**src/hdl/energy_preset_defs.vh**
```
// Constants of the energy preset and reset register bank
// Overview of operation
// - LEAD reactive preset: low half at 0x178, high half at 0x179.
// - LAG reactive preset: low half at 0x17A, high half at 0x17B.
// - Writing 1 at 0x17C applies LEAD and LAG staged words; other values ignored.
// - Apparent preset: low half at 0x17D, high half at 0x17E.
// - Writing 1 at 0x17F loads apparent preset; other values ignored.
// - Preset limit follows rated power times VT and CT ratios, four bands; the bank bands rated_power_w as given, with no ratio scaling.
// - Writing 1 at 0x18F resets the device; other values ignored; reads zero.
// - Remote reset pulses device reset, measurement clear and optional integration stop; extremes are not cleared.
// - Remote reset leaves energy counters and configured parameters untouched.
// - Writing 1 to the extremes clear register clears maximum and minimum values.
// - Accepted write is answered with station number and OK, STX/ETX framed.
`ifndef ENERGY_PRESET_DEFS_VH
`define ENERGY_PRESET_DEFS_VH

// ******
// Register offsets
// ******
`define ADDR_LEAD_LO        16'h0178
`define ADDR_LEAD_HI        16'h0179
`define ADDR_LAG_LO         16'h017A
`define ADDR_LAG_HI         16'h017B
`define ADDR_REACT_COMMIT   16'h017C
`define ADDR_APP_LO         16'h017D
`define ADDR_APP_HI         16'h017E
`define ADDR_APP_COMMIT     16'h017F
`define ADDR_REMOTE_RESET   16'h018F
`define ADDR_EXTREMES_CLEAR 16'h015E

// ******
// Values and reset values
// ******
`define COMMIT_VALUE        16'h0001
`define STAGE_RESET         16'h0000
`define READ_ZERO           16'h0000

// ******
// Preset range bands (power in watts)
// ******
`define POWER_STEP_0        32'h000186A0
`define POWER_STEP_1        32'h000F4240
`define POWER_STEP_2        32'h00989680
`define LIMIT_BAND_0        32'h0001869F
`define LIMIT_BAND_1        32'h000F423F
`define LIMIT_BAND_2        32'h0098967F
`define LIMIT_BAND_3        32'h05F5E0FF

// ******
// Timing
// ******
`define CLK_KHZ             50000
`define RESET_WAIT_MS       10000

// ******
// Response framing characters
// ******
`define CHAR_STX            8'h02
`define CHAR_ETX            8'h03
`define CHAR_CR             8'h0D
`define CHAR_O              8'h4F
`define CHAR_K              8'h4B
`define CHAR_CPU_HI         8'h30
`define CHAR_CPU_LO         8'h31
`define CHAR_DIGIT_BASE     8'h30
`define CHAR_ALPHA_BASE     8'h37

`endif

```
**src/hdl/preset_range_check.v**
```verilog
// Range check of a 32-bit energy preset against the rated power band
`timescale 1ns/1ns
`default_nettype none
`include "energy_preset_defs.vh"

module preset_range_check (
    input  wire [31:0] preset_value,
    input  wire [31:0] rated_power_w,
    output wire        in_range
);

    // ******
    // Band selection
    // ******
    reg [31:0] limit;

    // Pick the limit for the power band
    always @* begin
        if (rated_power_w < `POWER_STEP_0) begin
            limit = `LIMIT_BAND_0;
        end else if (rated_power_w < `POWER_STEP_1) begin
            limit = `LIMIT_BAND_1;
        end else if (rated_power_w < `POWER_STEP_2) begin
            limit = `LIMIT_BAND_2;
        end else begin
            limit = `LIMIT_BAND_3;
        end
    end

    assign in_range = (preset_value <= limit);

endmodule // preset_range_check

`default_nettype wire

```
**src/hdl/ok_response_tx.v**
```verilog
// Byte sequencer for the framed OK acknowledgement
`timescale 1ns/1ns
`default_nettype none
`include "energy_preset_defs.vh"

module ok_response_tx (
    input  wire       clk,
    input  wire       sys_rst,
    input  wire       start,
    input  wire [7:0] station,
    input  wire       tx_ready,
    output reg  [7:0] tx_data_reg,
    output wire       tx_valid,
    output wire       busy
);

    // ******
    // Sequencer state
    // ******
    localparam IDLE = 1'b0;
    localparam SEND = 1'b1;
    localparam LAST = 3'd7;

    reg       state_reg;
    reg [2:0] index_reg;

    // Hex digit to ASCII
    function [7:0] to_ascii;
        input [3:0] nib;
        begin
            if (nib < 4'hA) begin
                to_ascii = `CHAR_DIGIT_BASE + {4'h0, nib};
            end else begin
                to_ascii = `CHAR_ALPHA_BASE + {4'h0, nib};
            end
        end
    endfunction

    // Byte of the frame at a position
    function [7:0] frame_byte;
        input [2:0] idx;
        input [7:0] st;
        begin
            case (idx)
                3'd0:    frame_byte = `CHAR_STX;
                3'd1:    frame_byte = to_ascii(st[7:4]);
                3'd2:    frame_byte = to_ascii(st[3:0]);
                3'd3:    frame_byte = `CHAR_CPU_HI;
                3'd4:    frame_byte = `CHAR_CPU_LO;
                3'd5:    frame_byte = `CHAR_O;
                3'd6:    frame_byte = `CHAR_K;
                default: frame_byte = `CHAR_ETX;
            endcase
        end
    endfunction

    reg [7:0] station_reg;

    assign tx_valid = (state_reg == SEND);
    assign busy     = (state_reg == SEND);

    // Walk STX, station, CPU, OK, ETX, CR
    always @(posedge clk) begin
        if (sys_rst) begin
            state_reg   <= IDLE;
            index_reg   <= 3'd0;
            tx_data_reg <= 8'h00;
            station_reg <= 8'h00;
        end else begin
            case (state_reg)
                IDLE: begin
                    if (start) begin
                        state_reg   <= SEND;
                        index_reg   <= 3'd0;
                        station_reg <= station;
                        tx_data_reg <= `CHAR_STX;
                    end
                end
                default: begin
                    if (tx_ready) begin
                        if (tx_data_reg == `CHAR_CR) begin
                            state_reg <= IDLE;
                        end else if (index_reg == LAST) begin
                            tx_data_reg <= `CHAR_CR;
                        end else begin
                            index_reg   <= index_reg + 3'd1;
                            tx_data_reg <= frame_byte(index_reg + 3'd1, station_reg);
                        end
                    end
                end
            endcase
        end
    end

endmodule // ok_response_tx

`default_nettype wire

```
**src/hdl/energy_preset_regs.v**
```verilog
// Energy preset staging, commit and remote reset register bank
`timescale 1ns/1ns
`default_nettype none
`include "energy_preset_defs.vh"

module energy_preset_regs #(
    parameter [31:0] RESET_WAIT_CYCLES = `RESET_WAIT_MS * `CLK_KHZ
) (
    input  wire        clk,
    input  wire        sys_rst,
    // Decoded register write from the command parser
    input  wire        wr_valid,
    input  wire [15:0] wr_addr,
    input  wire [15:0] wr_data,
    input  wire        wr_last,
    output wire        wr_ready,
    // Register read
    input  wire        rd_valid,
    input  wire [15:0] rd_addr,
    output reg  [15:0] rd_data_reg,
    output reg         rd_ack_reg,
    // Response byte stream
    input  wire [7:0]  station,
    input  wire        tx_ready,
    output wire [7:0]  tx_data,
    output wire        tx_valid,
    // Configuration from same-clock logic
    input  wire [31:0] rated_power_w,
    // Counter preset loads
    output reg  [31:0] lead_preset_reg,
    output reg         lead_load_reg,
    output reg  [31:0] lag_preset_reg,
    output reg         lag_load_reg,
    output reg  [31:0] apparent_preset_reg,
    output reg         apparent_load_reg,
    output reg         preset_reject_reg,
    // Reset actions
    output reg         device_reset_reg,
    output reg         meas_clear_reg,
    output reg         opt_integ_stop_reg,
    output reg         extremes_clear_reg,
    output wire        reset_busy
);

    // ******
    // Staging registers
    // ******
    reg [15:0] lead_lo_reg;
    reg [15:0] lead_hi_reg;
    reg [15:0] lag_lo_reg;
    reg [15:0] lag_hi_reg;
    reg [15:0] app_lo_reg;
    reg [15:0] app_hi_reg;
    reg        cmd_bad_reg;
    reg [31:0] reset_wait_reg;

    wire        wr_take;
    wire        resp_busy;
    wire        resp_start;
    wire        lead_ok;
    wire        lag_ok;
    wire        app_ok;
    wire [31:0] lead_staged;
    wire [31:0] lag_staged;
    wire [31:0] app_staged;
    wire        commit_one;

    // True for every offset the bank answers
    function addr_mapped;
        input [15:0] a;
        begin
            if (a == `ADDR_LEAD_LO) begin
                addr_mapped = 1'b1;
            end else if (a == `ADDR_LEAD_HI) begin
                addr_mapped = 1'b1;
            end else if (a == `ADDR_LAG_LO) begin
                addr_mapped = 1'b1;
            end else if (a == `ADDR_LAG_HI) begin
                addr_mapped = 1'b1;
            end else if (a == `ADDR_REACT_COMMIT) begin
                addr_mapped = 1'b1;
            end else if (a == `ADDR_APP_LO) begin
                addr_mapped = 1'b1;
            end else if (a == `ADDR_APP_HI) begin
                addr_mapped = 1'b1;
            end else if (a == `ADDR_APP_COMMIT) begin
                addr_mapped = 1'b1;
            end else if (a == `ADDR_REMOTE_RESET) begin
                addr_mapped = 1'b1;
            end else if (a == `ADDR_EXTREMES_CLEAR) begin
                addr_mapped = 1'b1;
            end else begin
                addr_mapped = 1'b0;
            end
        end
    endfunction

    // ******
    // Write handshake and staged values
    // ******
    // Writes stall while an answer is going out
    assign wr_ready    = ~resp_busy;
    assign wr_take     = wr_valid & wr_ready;
    assign commit_one  = (wr_data == `COMMIT_VALUE);
    assign lead_staged = {lead_hi_reg, lead_lo_reg};
    assign lag_staged  = {lag_hi_reg, lag_lo_reg};
    assign app_staged  = {app_hi_reg, app_lo_reg};
    assign reset_busy  = (reset_wait_reg != 32'h00000000);

    // Answer once per command, only if every word hit the map
    assign resp_start = wr_take & wr_last & ~cmd_bad_reg & addr_mapped(wr_addr);

    // ******
    // Range checks
    // ******
    preset_range_check u_lead_check (
        .preset_value  (lead_staged),
        .rated_power_w (rated_power_w),
        .in_range      (lead_ok)
    );

    preset_range_check u_lag_check (
        .preset_value  (lag_staged),
        .rated_power_w (rated_power_w),
        .in_range      (lag_ok)
    );

    preset_range_check u_app_check (
        .preset_value  (app_staged),
        .rated_power_w (rated_power_w),
        .in_range      (app_ok)
    );

    // ******
    // Acknowledgement sender
    // ******
    ok_response_tx u_resp (
        .clk         (clk),
        .sys_rst     (sys_rst),
        .start       (resp_start),
        .station     (station),
        .tx_ready    (tx_ready),
        .tx_data_reg (tx_data),
        .tx_valid    (tx_valid),
        .busy        (resp_busy)
    );

    // ******
    // Command word bookkeeping
    // ******
    // Remember an unmapped word until the command ends
    always @(posedge clk) begin
        if (sys_rst) begin
            cmd_bad_reg <= 1'b0;
        end else if (wr_take) begin
            if (wr_last) begin
                cmd_bad_reg <= 1'b0;
            end else if (!addr_mapped(wr_addr)) begin
                cmd_bad_reg <= 1'b1;
            end
        end
    end

    // ******
    // Staging writes
    // ******
    // Staged words only sit here until a commit
    always @(posedge clk) begin
        if (sys_rst) begin
            lead_lo_reg <= `STAGE_RESET;
            lead_hi_reg <= `STAGE_RESET;
            lag_lo_reg  <= `STAGE_RESET;
            lag_hi_reg  <= `STAGE_RESET;
            app_lo_reg  <= `STAGE_RESET;
            app_hi_reg  <= `STAGE_RESET;
        end else if (wr_take) begin
            if (wr_addr == `ADDR_LEAD_LO) begin
                lead_lo_reg <= wr_data;
            end else if (wr_addr == `ADDR_LEAD_HI) begin
                lead_hi_reg <= wr_data;
            end else if (wr_addr == `ADDR_LAG_LO) begin
                lag_lo_reg <= wr_data;
            end else if (wr_addr == `ADDR_LAG_HI) begin
                lag_hi_reg <= wr_data;
            end else if (wr_addr == `ADDR_APP_LO) begin
                app_lo_reg <= wr_data;
            end else if (wr_addr == `ADDR_APP_HI) begin
                app_hi_reg <= wr_data;
            end
        end
    end

    // ******
    // Commits and reset actions
    // ******
    // One-cycle pulses; counters only move on a valid commit
    always @(posedge clk) begin
        if (sys_rst) begin
            lead_preset_reg     <= 32'h00000000;
            lag_preset_reg      <= 32'h00000000;
            apparent_preset_reg <= 32'h00000000;
            lead_load_reg       <= 1'b0;
            lag_load_reg        <= 1'b0;
            apparent_load_reg   <= 1'b0;
            preset_reject_reg   <= 1'b0;
            device_reset_reg    <= 1'b0;
            meas_clear_reg      <= 1'b0;
            opt_integ_stop_reg  <= 1'b0;
            extremes_clear_reg  <= 1'b0;
        end else begin
            lead_load_reg      <= 1'b0;
            lag_load_reg       <= 1'b0;
            apparent_load_reg  <= 1'b0;
            preset_reject_reg  <= 1'b0;
            device_reset_reg   <= 1'b0;
            meas_clear_reg     <= 1'b0;
            opt_integ_stop_reg <= 1'b0;
            extremes_clear_reg <= 1'b0;
            if (wr_take && commit_one) begin
                if (wr_addr == `ADDR_REACT_COMMIT) begin
                    lead_preset_reg   <= lead_staged;
                    lag_preset_reg    <= lag_staged;
                    lead_load_reg     <= lead_ok;
                    lag_load_reg      <= lag_ok;
                    preset_reject_reg <= ~(lead_ok & lag_ok);
                end else if (wr_addr == `ADDR_APP_COMMIT) begin
                    apparent_preset_reg <= app_staged;
                    apparent_load_reg   <= app_ok;
                    preset_reject_reg   <= ~app_ok;
                end else if (wr_addr == `ADDR_REMOTE_RESET) begin
                    // Energy loads and staging stay untouched
                    device_reset_reg   <= 1'b1;
                    meas_clear_reg     <= 1'b1;
                    opt_integ_stop_reg <= 1'b1;
                end else if (wr_addr == `ADDR_EXTREMES_CLEAR) begin
                    extremes_clear_reg <= 1'b1;
                end
            end
        end
    end

    // ******
    // Reset settling window
    // ******
    // Shows the host-facing quiet time after a remote reset
    always @(posedge clk) begin
        if (sys_rst) begin
            reset_wait_reg <= 32'h00000000;
        end else if (wr_take && commit_one && wr_addr == `ADDR_REMOTE_RESET) begin
            reset_wait_reg <= RESET_WAIT_CYCLES;
        end else if (reset_busy) begin
            reset_wait_reg <= reset_wait_reg - 32'h00000001;
        end
    end

    // ******
    // Register read
    // ******
    // Staging words read back; commit and reset words read zero
    always @(posedge clk) begin
        if (sys_rst) begin
            rd_data_reg <= `READ_ZERO;
            rd_ack_reg  <= 1'b0;
        end else begin
            rd_ack_reg <= rd_valid;
            if (!rd_valid) begin
                rd_data_reg <= rd_data_reg;
            end else if (rd_addr == `ADDR_LEAD_LO) begin
                rd_data_reg <= lead_lo_reg;
            end else if (rd_addr == `ADDR_LEAD_HI) begin
                rd_data_reg <= lead_hi_reg;
            end else if (rd_addr == `ADDR_LAG_LO) begin
                rd_data_reg <= lag_lo_reg;
            end else if (rd_addr == `ADDR_LAG_HI) begin
                rd_data_reg <= lag_hi_reg;
            end else if (rd_addr == `ADDR_APP_LO) begin
                rd_data_reg <= app_lo_reg;
            end else if (rd_addr == `ADDR_APP_HI) begin
                rd_data_reg <= app_hi_reg;
            end else begin
                rd_data_reg <= `READ_ZERO;
            end
        end
    end

endmodule // energy_preset_regs

`default_nettype wire

```
**config.mk**
```make
export PLATFORM = sky130hd
export DESIGN_NAME = energy_preset_regs
export DESIGN_NICKNAME = d
export VERILOG_FILES = /design/src/hdl/preset_range_check.v /design/src/hdl/ok_response_tx.v /design/src/hdl/energy_preset_regs.v
export VERILOG_INCLUDE_DIRS = /design/src /design/src/hdl
export SDC_FILE = /design/constraint.sdc
export NUM_CORES = 1
export LEC_CHECK = 0
export BUFFER_PORTS_ARGS = -buffer_cell sky130_fd_sc_hd__buf_2
export CAP_MARGIN = 20
export CORE_MARGIN = 1.5
export CORE_UTILIZATION = 40
export CTS_CLUSTER_DIAMETER = 30
export DETAILED_ROUTE_END_ITERATION = 6
export HOLD_SLACK_MARGIN = 0.06
export PLACE_DENSITY_LB_ADDON = 0.12
export SYNTH_ARGS = -nofsm -noshare
export SYNTH_HDL_FRONTEND = slang
export SYNTH_SLANG_ARGS = --single-unit
```
**constraint.sdc**
```tcl
create_clock -name clk -period 10.86 [get_ports clk]
set_input_delay 1.629 -clock clk [delete_from_list [all_inputs] [get_ports clk]]
set_output_delay 1.629 -clock clk [all_outputs]
set_load 0.02 [all_outputs]
```
==> results.py, run 1 <==
metrics = {
    "status": {
        "status": "finished clean",
    },
    "critical_path": {
        "cp.arrival_ns": 5.58,
        "rr_startpoint": "u_resp.busy",
        "critPathMaxFanout": 18,
        "crit_path_end_kind": "flip-flop",
        "worstSetupStartpoint": "rated_power_w[31]",
        "critPathRequiredTime_ns": 11.26,
        "start_kind": "primary input",
        "path_class": "primary input to flip-flop",
    },
    "sta": {
        "rsz0062_at_grt": "false",
        "slew_headroom_pct": 33.1,
        "clock-skew-final_ns": 0.0169,
        "finalSetupTns_ns": 0,
        "drv_slew": 0,
        "tightest_slew_ns": 1.00,
        "timing.final.crit_share_pct": 47.7,
        "max_freq_ghz": 0.193,
        "timing_hold_violations_final": 0,
        "fin_crit_ns": 5.18,
        "finalSetupViolations": 0,
    },
    "clock_tree": {
        "cts_buffers": 59,
        "postCtsHoldBufs": 0,
        "numClockSinks": 267,
        "cts_tree": "built",
        "clk_latency_ns": 0.58,
        "clkTransAtPathRegs_ns": 0.04,
        "postCtsSetupBuffers": 0,
        "cts.path.max_buffers": 3,
        "cts_root_buf": "clkbuf_16",
        "htreeDepth": 2,
        "ctsResizeCount": 0,
    },
    "synthesis": {
        "synthArstFlopShare_pct": 0,
        "syn-num-nets": 1633,
        "synth-seq-cells": 267,
        "synth_cells": 1476,
        "syn-cell-area_um2": 12700,
        "ys_seq_area_share_pct": 42.2,
        "synthFlopType": "dfxtp_1",
        "postSynthAreaPerCell_um2": 8.59,
        "synthDistinctLibCells": 64,
        "synth_edf_count": 0,
        "yosys_warnings": 0,
    },
    "global_route": {
        "grt_max_degree": 94,
        "grt_pass1_vias": 11000,
        "antenna_found_initial": 1,
        "grt_pass1_wl_um": 62200,
        "grtUsageTotal_pct": 24.2,
        "grt_overflow": 0,
    },
    "job": {
        "max-cap-violations": 0,
    },
    "floorplan": {
        "num_rows": 65,
        "ios": 226,
        "core_um2": 31400,
        "die_area_um2": 32800,
        "dieHeight_um": 181,
        "start_util_pct": 40.4,
        "die_w_um": 181,
    },
    "routing": {
        "first_iter_violations": 687,
        "drt_wl_total_um": 40000,
        "antenna_left": 0,
        "wire_per_inst_um": 18.7,
        "via_per_inst": 5.34,
        "drc": 0,
        "num_vias": 11400,
        "first_pass_iters": 5,
    },
    "final_layout": {
        "finish.instance_area_um2": 16300,
        "most-common-layout-cells": "dfxtp_1 (267), nor2_1 (226), buf_2 (218)",
        "drive_above_1_share_pct": 20.6,
        "nets": 1847,
        "syn2layout_area_growth_pct": 28.7,
        "final_common_cell": "dfxtp_1",
        "finalNonFillerCells": 2139,
        "diodes": 0,
    },
    "power_and_ir_drop": {
        "ir_worst_vdd_v": 0.000194,
        "leakage_nw": 7.00,
        "cellPowerDensity_nw_per_um2": 207,
    },
    "hold_path": {
        "hold_path_class": "flip-flop to flip-flop",
        "min_from": "lead_preset_reg[11]",
    },
    "place": {
        "place_area_um2": 14100,
        "dp_cells": 2029,
        "hpwl_um": 28200,
        "gp_congestion": 0.913,
        "port-buffer-count": 219,
    },
}
==> synth_stat cells, types with 8 or more instances <==
master	count	area [µm²]
mux2i_1	162	1620
ha_1	63	788
o221ai_1	15	131
nand2b_1	12	75.1
nand4_1	17	106
dfxtp_1	267	5350
nor3_1	24	120
or4_1	9	67.6
nor2_1	226	848
a211oi_1	12	90.1
a21oi_1	120	601
nand3_1	25	125
a41o_1	10	100
or3_1	13	81.3
inv_1	35	131
o21ai_0	35	175
nand2_1	200	751
clkbuf_1	64	240
xnor2_1	19	166
xor2_1	14	123
buf_2	8	40.0
nor4_1	19	119
==> critical path, stage by stage <==
cell	delay (ns)
buf_2	0.09
nor4_1	0.34
nand3_1	0.13
a211o_1	0.40
inv_1	0.62
nand2b_1	0.33
inv_1	0.25
ha_1	0.28
a211oi_1	0.19
o21ai_0	0.12
maj3_1	0.37
a211oi_1	0.23
nor3_1	0.12
o21ai_0	0.35
a21oi_1	0.12
==> final cells by class <==
type                    instances  area, µm²
multi-input cells            1092       6880
clock buffers                  79       1720
repair buffers                235       1240
well taps                     402        503
flip-flops and latches        267       5350
fillers                      3028      15100
clock inverters                29        493
inverters                      35        131
==> final timing paths <==
| path | endpoint | slack, ns | cells past startpoint |
|---|---|---|---|
| setup / recovery | preset_reject_reg | 5.68 | 15 |
| hold / removal | lead_preset_reg[11] | 0.45 | 2 |
| setup reg to reg | lag_preset_reg[31] | 7.95 | 8 |
| hold reg to reg | lead_preset_reg[11] | 0.45 | 2 |
==> metrics by stage <==
step	power, mW	hold WS [ns]	utilization, %	setup WS, ns
6_report	3.38	0.449	52.0	5.68
5_1_grt	3.51	0.463	52.0	5.34
2_1_floorplan	1.35	0.449	-	6.11
3_3_place_gp	1.43	0.442	44.8	5.02
4_1_cts	3.41	0.451	51.9	5.65
3_5_place_dp	1.44	0.445	44.8	5.07
==> power by group <==
part	switching, mW	internal, mW
Sequential	0.0394	1.03
Combinational	0.197	0.155
Clock	0.569	1.39
==> routing by layer <==
metal	track usage, %	vias to the layer above	part of all wire (%)
met1	32.3	5374	46
li1	-	5614	-
met4	11.0	2	4.0
met5	0	-	0.030
met2	37.6	348	44
met3	4.84	87	5.9
==> logic make-up after synthesis <==
group	synth area share (%)
AO/OA/AOI/OAI	11.3
XOR/XNOR	2.28
adder cells (fa/ha/maj)	6.45
buffers and inverters	3.83
flip-flops	42.2
multiplexers	12.8
other	0.0296
AND/OR/NAND/NOR	21.2
No activity file was read; power rests on OpenSTA's default activity.
==> run 2, diff against run 1 <==
==> constraint.sdc (replaced) <==
create_clock -name clk -period 4.4 [get_ports clk]
set_input_delay 0.66 -clock clk [delete_from_list [all_inputs] [get_ports clk]]
set_output_delay 0.66 -clock clk [all_outputs]
set_load 0.02 [all_outputs]
==> run 2 against run 1 <==
The run now ends with DRC left. Sequential share of layout area grew 0.050 points. Final area shrank 0.15%. Clock skew decreased by 0.0021 ns. Hold slack worse by 0.16 ns. Clock-buffer cell count is 2 lower. Wire length decreased by 0.76%. Sequential cell count unchanged. Utilization fell by 0.080 points.
==> results.py, run 2 (synthesized netlist as in run 1, its figures left out) <==
metrics = {
    "routing": {
        "wire_per_inst_um": 18.5,
        "first_pass_iters": 7,
        "antenna_left": 0,
        "first_iter_violations": 681,
        "drt_wl_total_um": 39700,
        "drc": 1,
        "via_per_inst": 5.32,
        "num_vias": 11500,
    },
    "power_and_ir_drop": {
        "switching_share_pct": 24.6,
        "power_switching_mw": 2.02,
        "leakage_nw": 7.00,
        "clkPwrFrac_pct": 57.3,
        "p_int_mw": 6.19,
        "ir_worst_vdd_v": 0.000430,
        "p_comb_share_pct": 10.7,
        "p_total_mw": 8.21,
        "cellPowerDensity_nw_per_um2": 504,
        "pwr-share-seq_pct": 32.1,
    },
    "global_route": {
        "grtUsageTotal_pct": 24.0,
        "grt_overflow": 0,
        "grt_pass1_wl_um": 62000,
        "grt_pass1_vias": 11100,
        "antenna_found_initial": 1,
        "grt_max_degree": 200,
    },
    "critical_path": {
        "rr_startpoint": "u_resp.busy",
        "r2r_end": "reset_wait_reg[1]",
        "reg2reg_depth": 7,
        "start_kind": "primary input",
        "path_class": "primary input to flip-flop",
        "critPathMaxFanout": 6,
        "crit_path_cell_trace": "buf_2, or2_2, nor3_1, nand3_1, or4_1, a31oi_1, buf_4, nand2b_1, inv_1, ha_1, a211oi_1, o21ai_0, maj3_1, a211oi_1, nor3_1, o21ai_0, a21oi_1",
        "crit_path_end_kind": "flip-flop",
        "r2r_slack_ns": 1.59,
        "critPathRequiredTime_ns": 4.81,
        "crit_slowest_cell": "or4_1",
        "max_stage_delay_ns": 0.42,
        "cp.arrival_ns": 4.18,
    },
    "final_layout": {
        "syn2layout_area_growth_pct": 28.5,
        "final_util_pct": 51.9,
        "final_common_cell": "dfxtp_1",
        "nets": 1854,
        "drive_above_1_share_pct": 20.8,
        "finalNonFillerCells": 2151,
        "most-common-layout-cells": "dfxtp_1 (267), nor2_1 (226), buf_2 (218)",
    },
    "sta": {
        "finalSetupViolations": 0,
        "timing_hold_violations_final": 0,
        "finalSetupTns_ns": 0,
        "timing.final.crit_share_pct": 85.7,
        "rsz0062_at_grt": "false",
        "drv_slew": 0,
        "clock-skew-final_ns": 0.0148,
        "fin_crit_ns": 3.77,
        "slew_headroom_pct": 40.2,
        "tightest_slew_ns": 0.898,
        "max_freq_ghz": 0.265,
    },
    "place": {
        "hpwl_um": 28100,
        "gp_congestion": 0.902,
        "port-buffer-count": 219,
        "dp_cells": 2037,
    },
    "clock_tree": {
        "cts.path.max_buffers": 3,
        "clkTransAtPathRegs_ns": 0.04,
        "postCtsSetupBuffers": 0,
        "cts_root_buf": "clkbuf_16",
        "numClockSinks": 267,
        "htreeDepth": 2,
        "cts_tree": "built",
        "clk_latency_ns": 0.57,
        "postCtsHoldBufs": 0,
        "ctsResizeCount": 0,
        "cts_buffers": 60,
    },
    "job": {
        "max-cap-violations": 0,
    },
    "floorplan": {
        "ios": 226,
        "core_um2": 31400,
        "dieHeight_um": 181,
        "start_util_pct": 40.4,
        "die_w_um": 181,
        "die_area_um2": 32800,
        "num_rows": 65,
    },
    "hold_path": {
        "hold_depth": 2,
        "holdPathEnd": "cmd_bad_reg",
        "min_from": "wr_last",
        "hold_path_class": "primary input to flip-flop",
    },
    "status": {
        "status": "finished with violations",
        "violations": "DRC",
    },
}
-- run 2: cell types whose count changed in the layout (fill, tap and decap cells not counted), moves of 2 or more --
cell | previous run | this run
clkinv_2 | 5 | 10
buf_8 | 2 | 0
clkinv_4 | 4 | 2
clkbuf_8 | 13 | 6
inv_6 | 0 | 7
buf_4 | 13 | 21
clkbuf_1 | 5 | 10
-- run 2: routing by layer --
| metal | GRT usage [%] | part of all wire, % |
|---|---|---|
| met5 | 0 | 0.033 |
| met4 | 10.6 | 4.1 |
| met3 | 4.98 | 6.6 |
| met2 | 37.8 | 44 |
| met1 | 31.6 | 45 |
-- run 2: how the worst max path moves through the flow --
stage                       from                 to  slack [ns]  cells after the start
2_1_floorplan  rated_power_w[22]  preset_reject_reg        0.62                     14
3_3_place_gp   rated_power_w[22]  preset_reject_reg        0.15                     17
3_5_place_dp   rated_power_w[22]  preset_reject_reg        0.07                     17
4_1_cts        rated_power_w[22]  preset_reject_reg        0.63                     17
5_1_grt        rated_power_w[22]  preset_reject_reg        0.47                     17
6_report       rated_power_w[22]  preset_reject_reg        0.63                     17
-- run 2: power by group through the flow --
stage | logic, mW | registers (mW) | clock network (mW)
6_report | 0.875 | 2.63 | 4.70
5_1_grt | 0.993 | 2.65 | 4.90
4_1_cts | 0.886 | 2.63 | 4.77
3_5_place_dp | 0.878 | 2.67 | 0
3_3_place_gp | 0.864 | 2.67 | 0
2_1_floorplan | 0.679 | 2.66 | 0
-- run 2: cell type report --
type | count | area [µm²]
Antenna cell | 1 | 2.50
Tap cell | 402 | 503
Sequential cell | 267 | 5350
Fill cell | 3068 | 15100
Clock buffer | 77 | 1650
Clock inverter | 36 | 504
Inverter | 35 | 131
Multi-Input combinational cell | 1092 | 6880
Timing Repair Buffer | 241 | 1280
-- run 2: through the flow --
step / area (µm²) / setup slack [ns] / hold WS, ns
final: 16300 / 0.627 / 0.291
after global routing: 16300 / 0.473 / 0.280
after CTS: 16300 / 0.629 / 0.272
after detailed placement: 14100 / 0.0696 / 0.446
after global placement: 14100 / 0.153 / 0.442
after floorplan: 12700 / 0.620 / 0.449
-- run 2: critical path: cells and delay by family --
kind | cells | cell delay, ns
compound gates | 6 | 1.17
fa+ha+maj | 2 | 0.68
buf+inv | 3 | 0.40
simple gates | 6 | 1.26
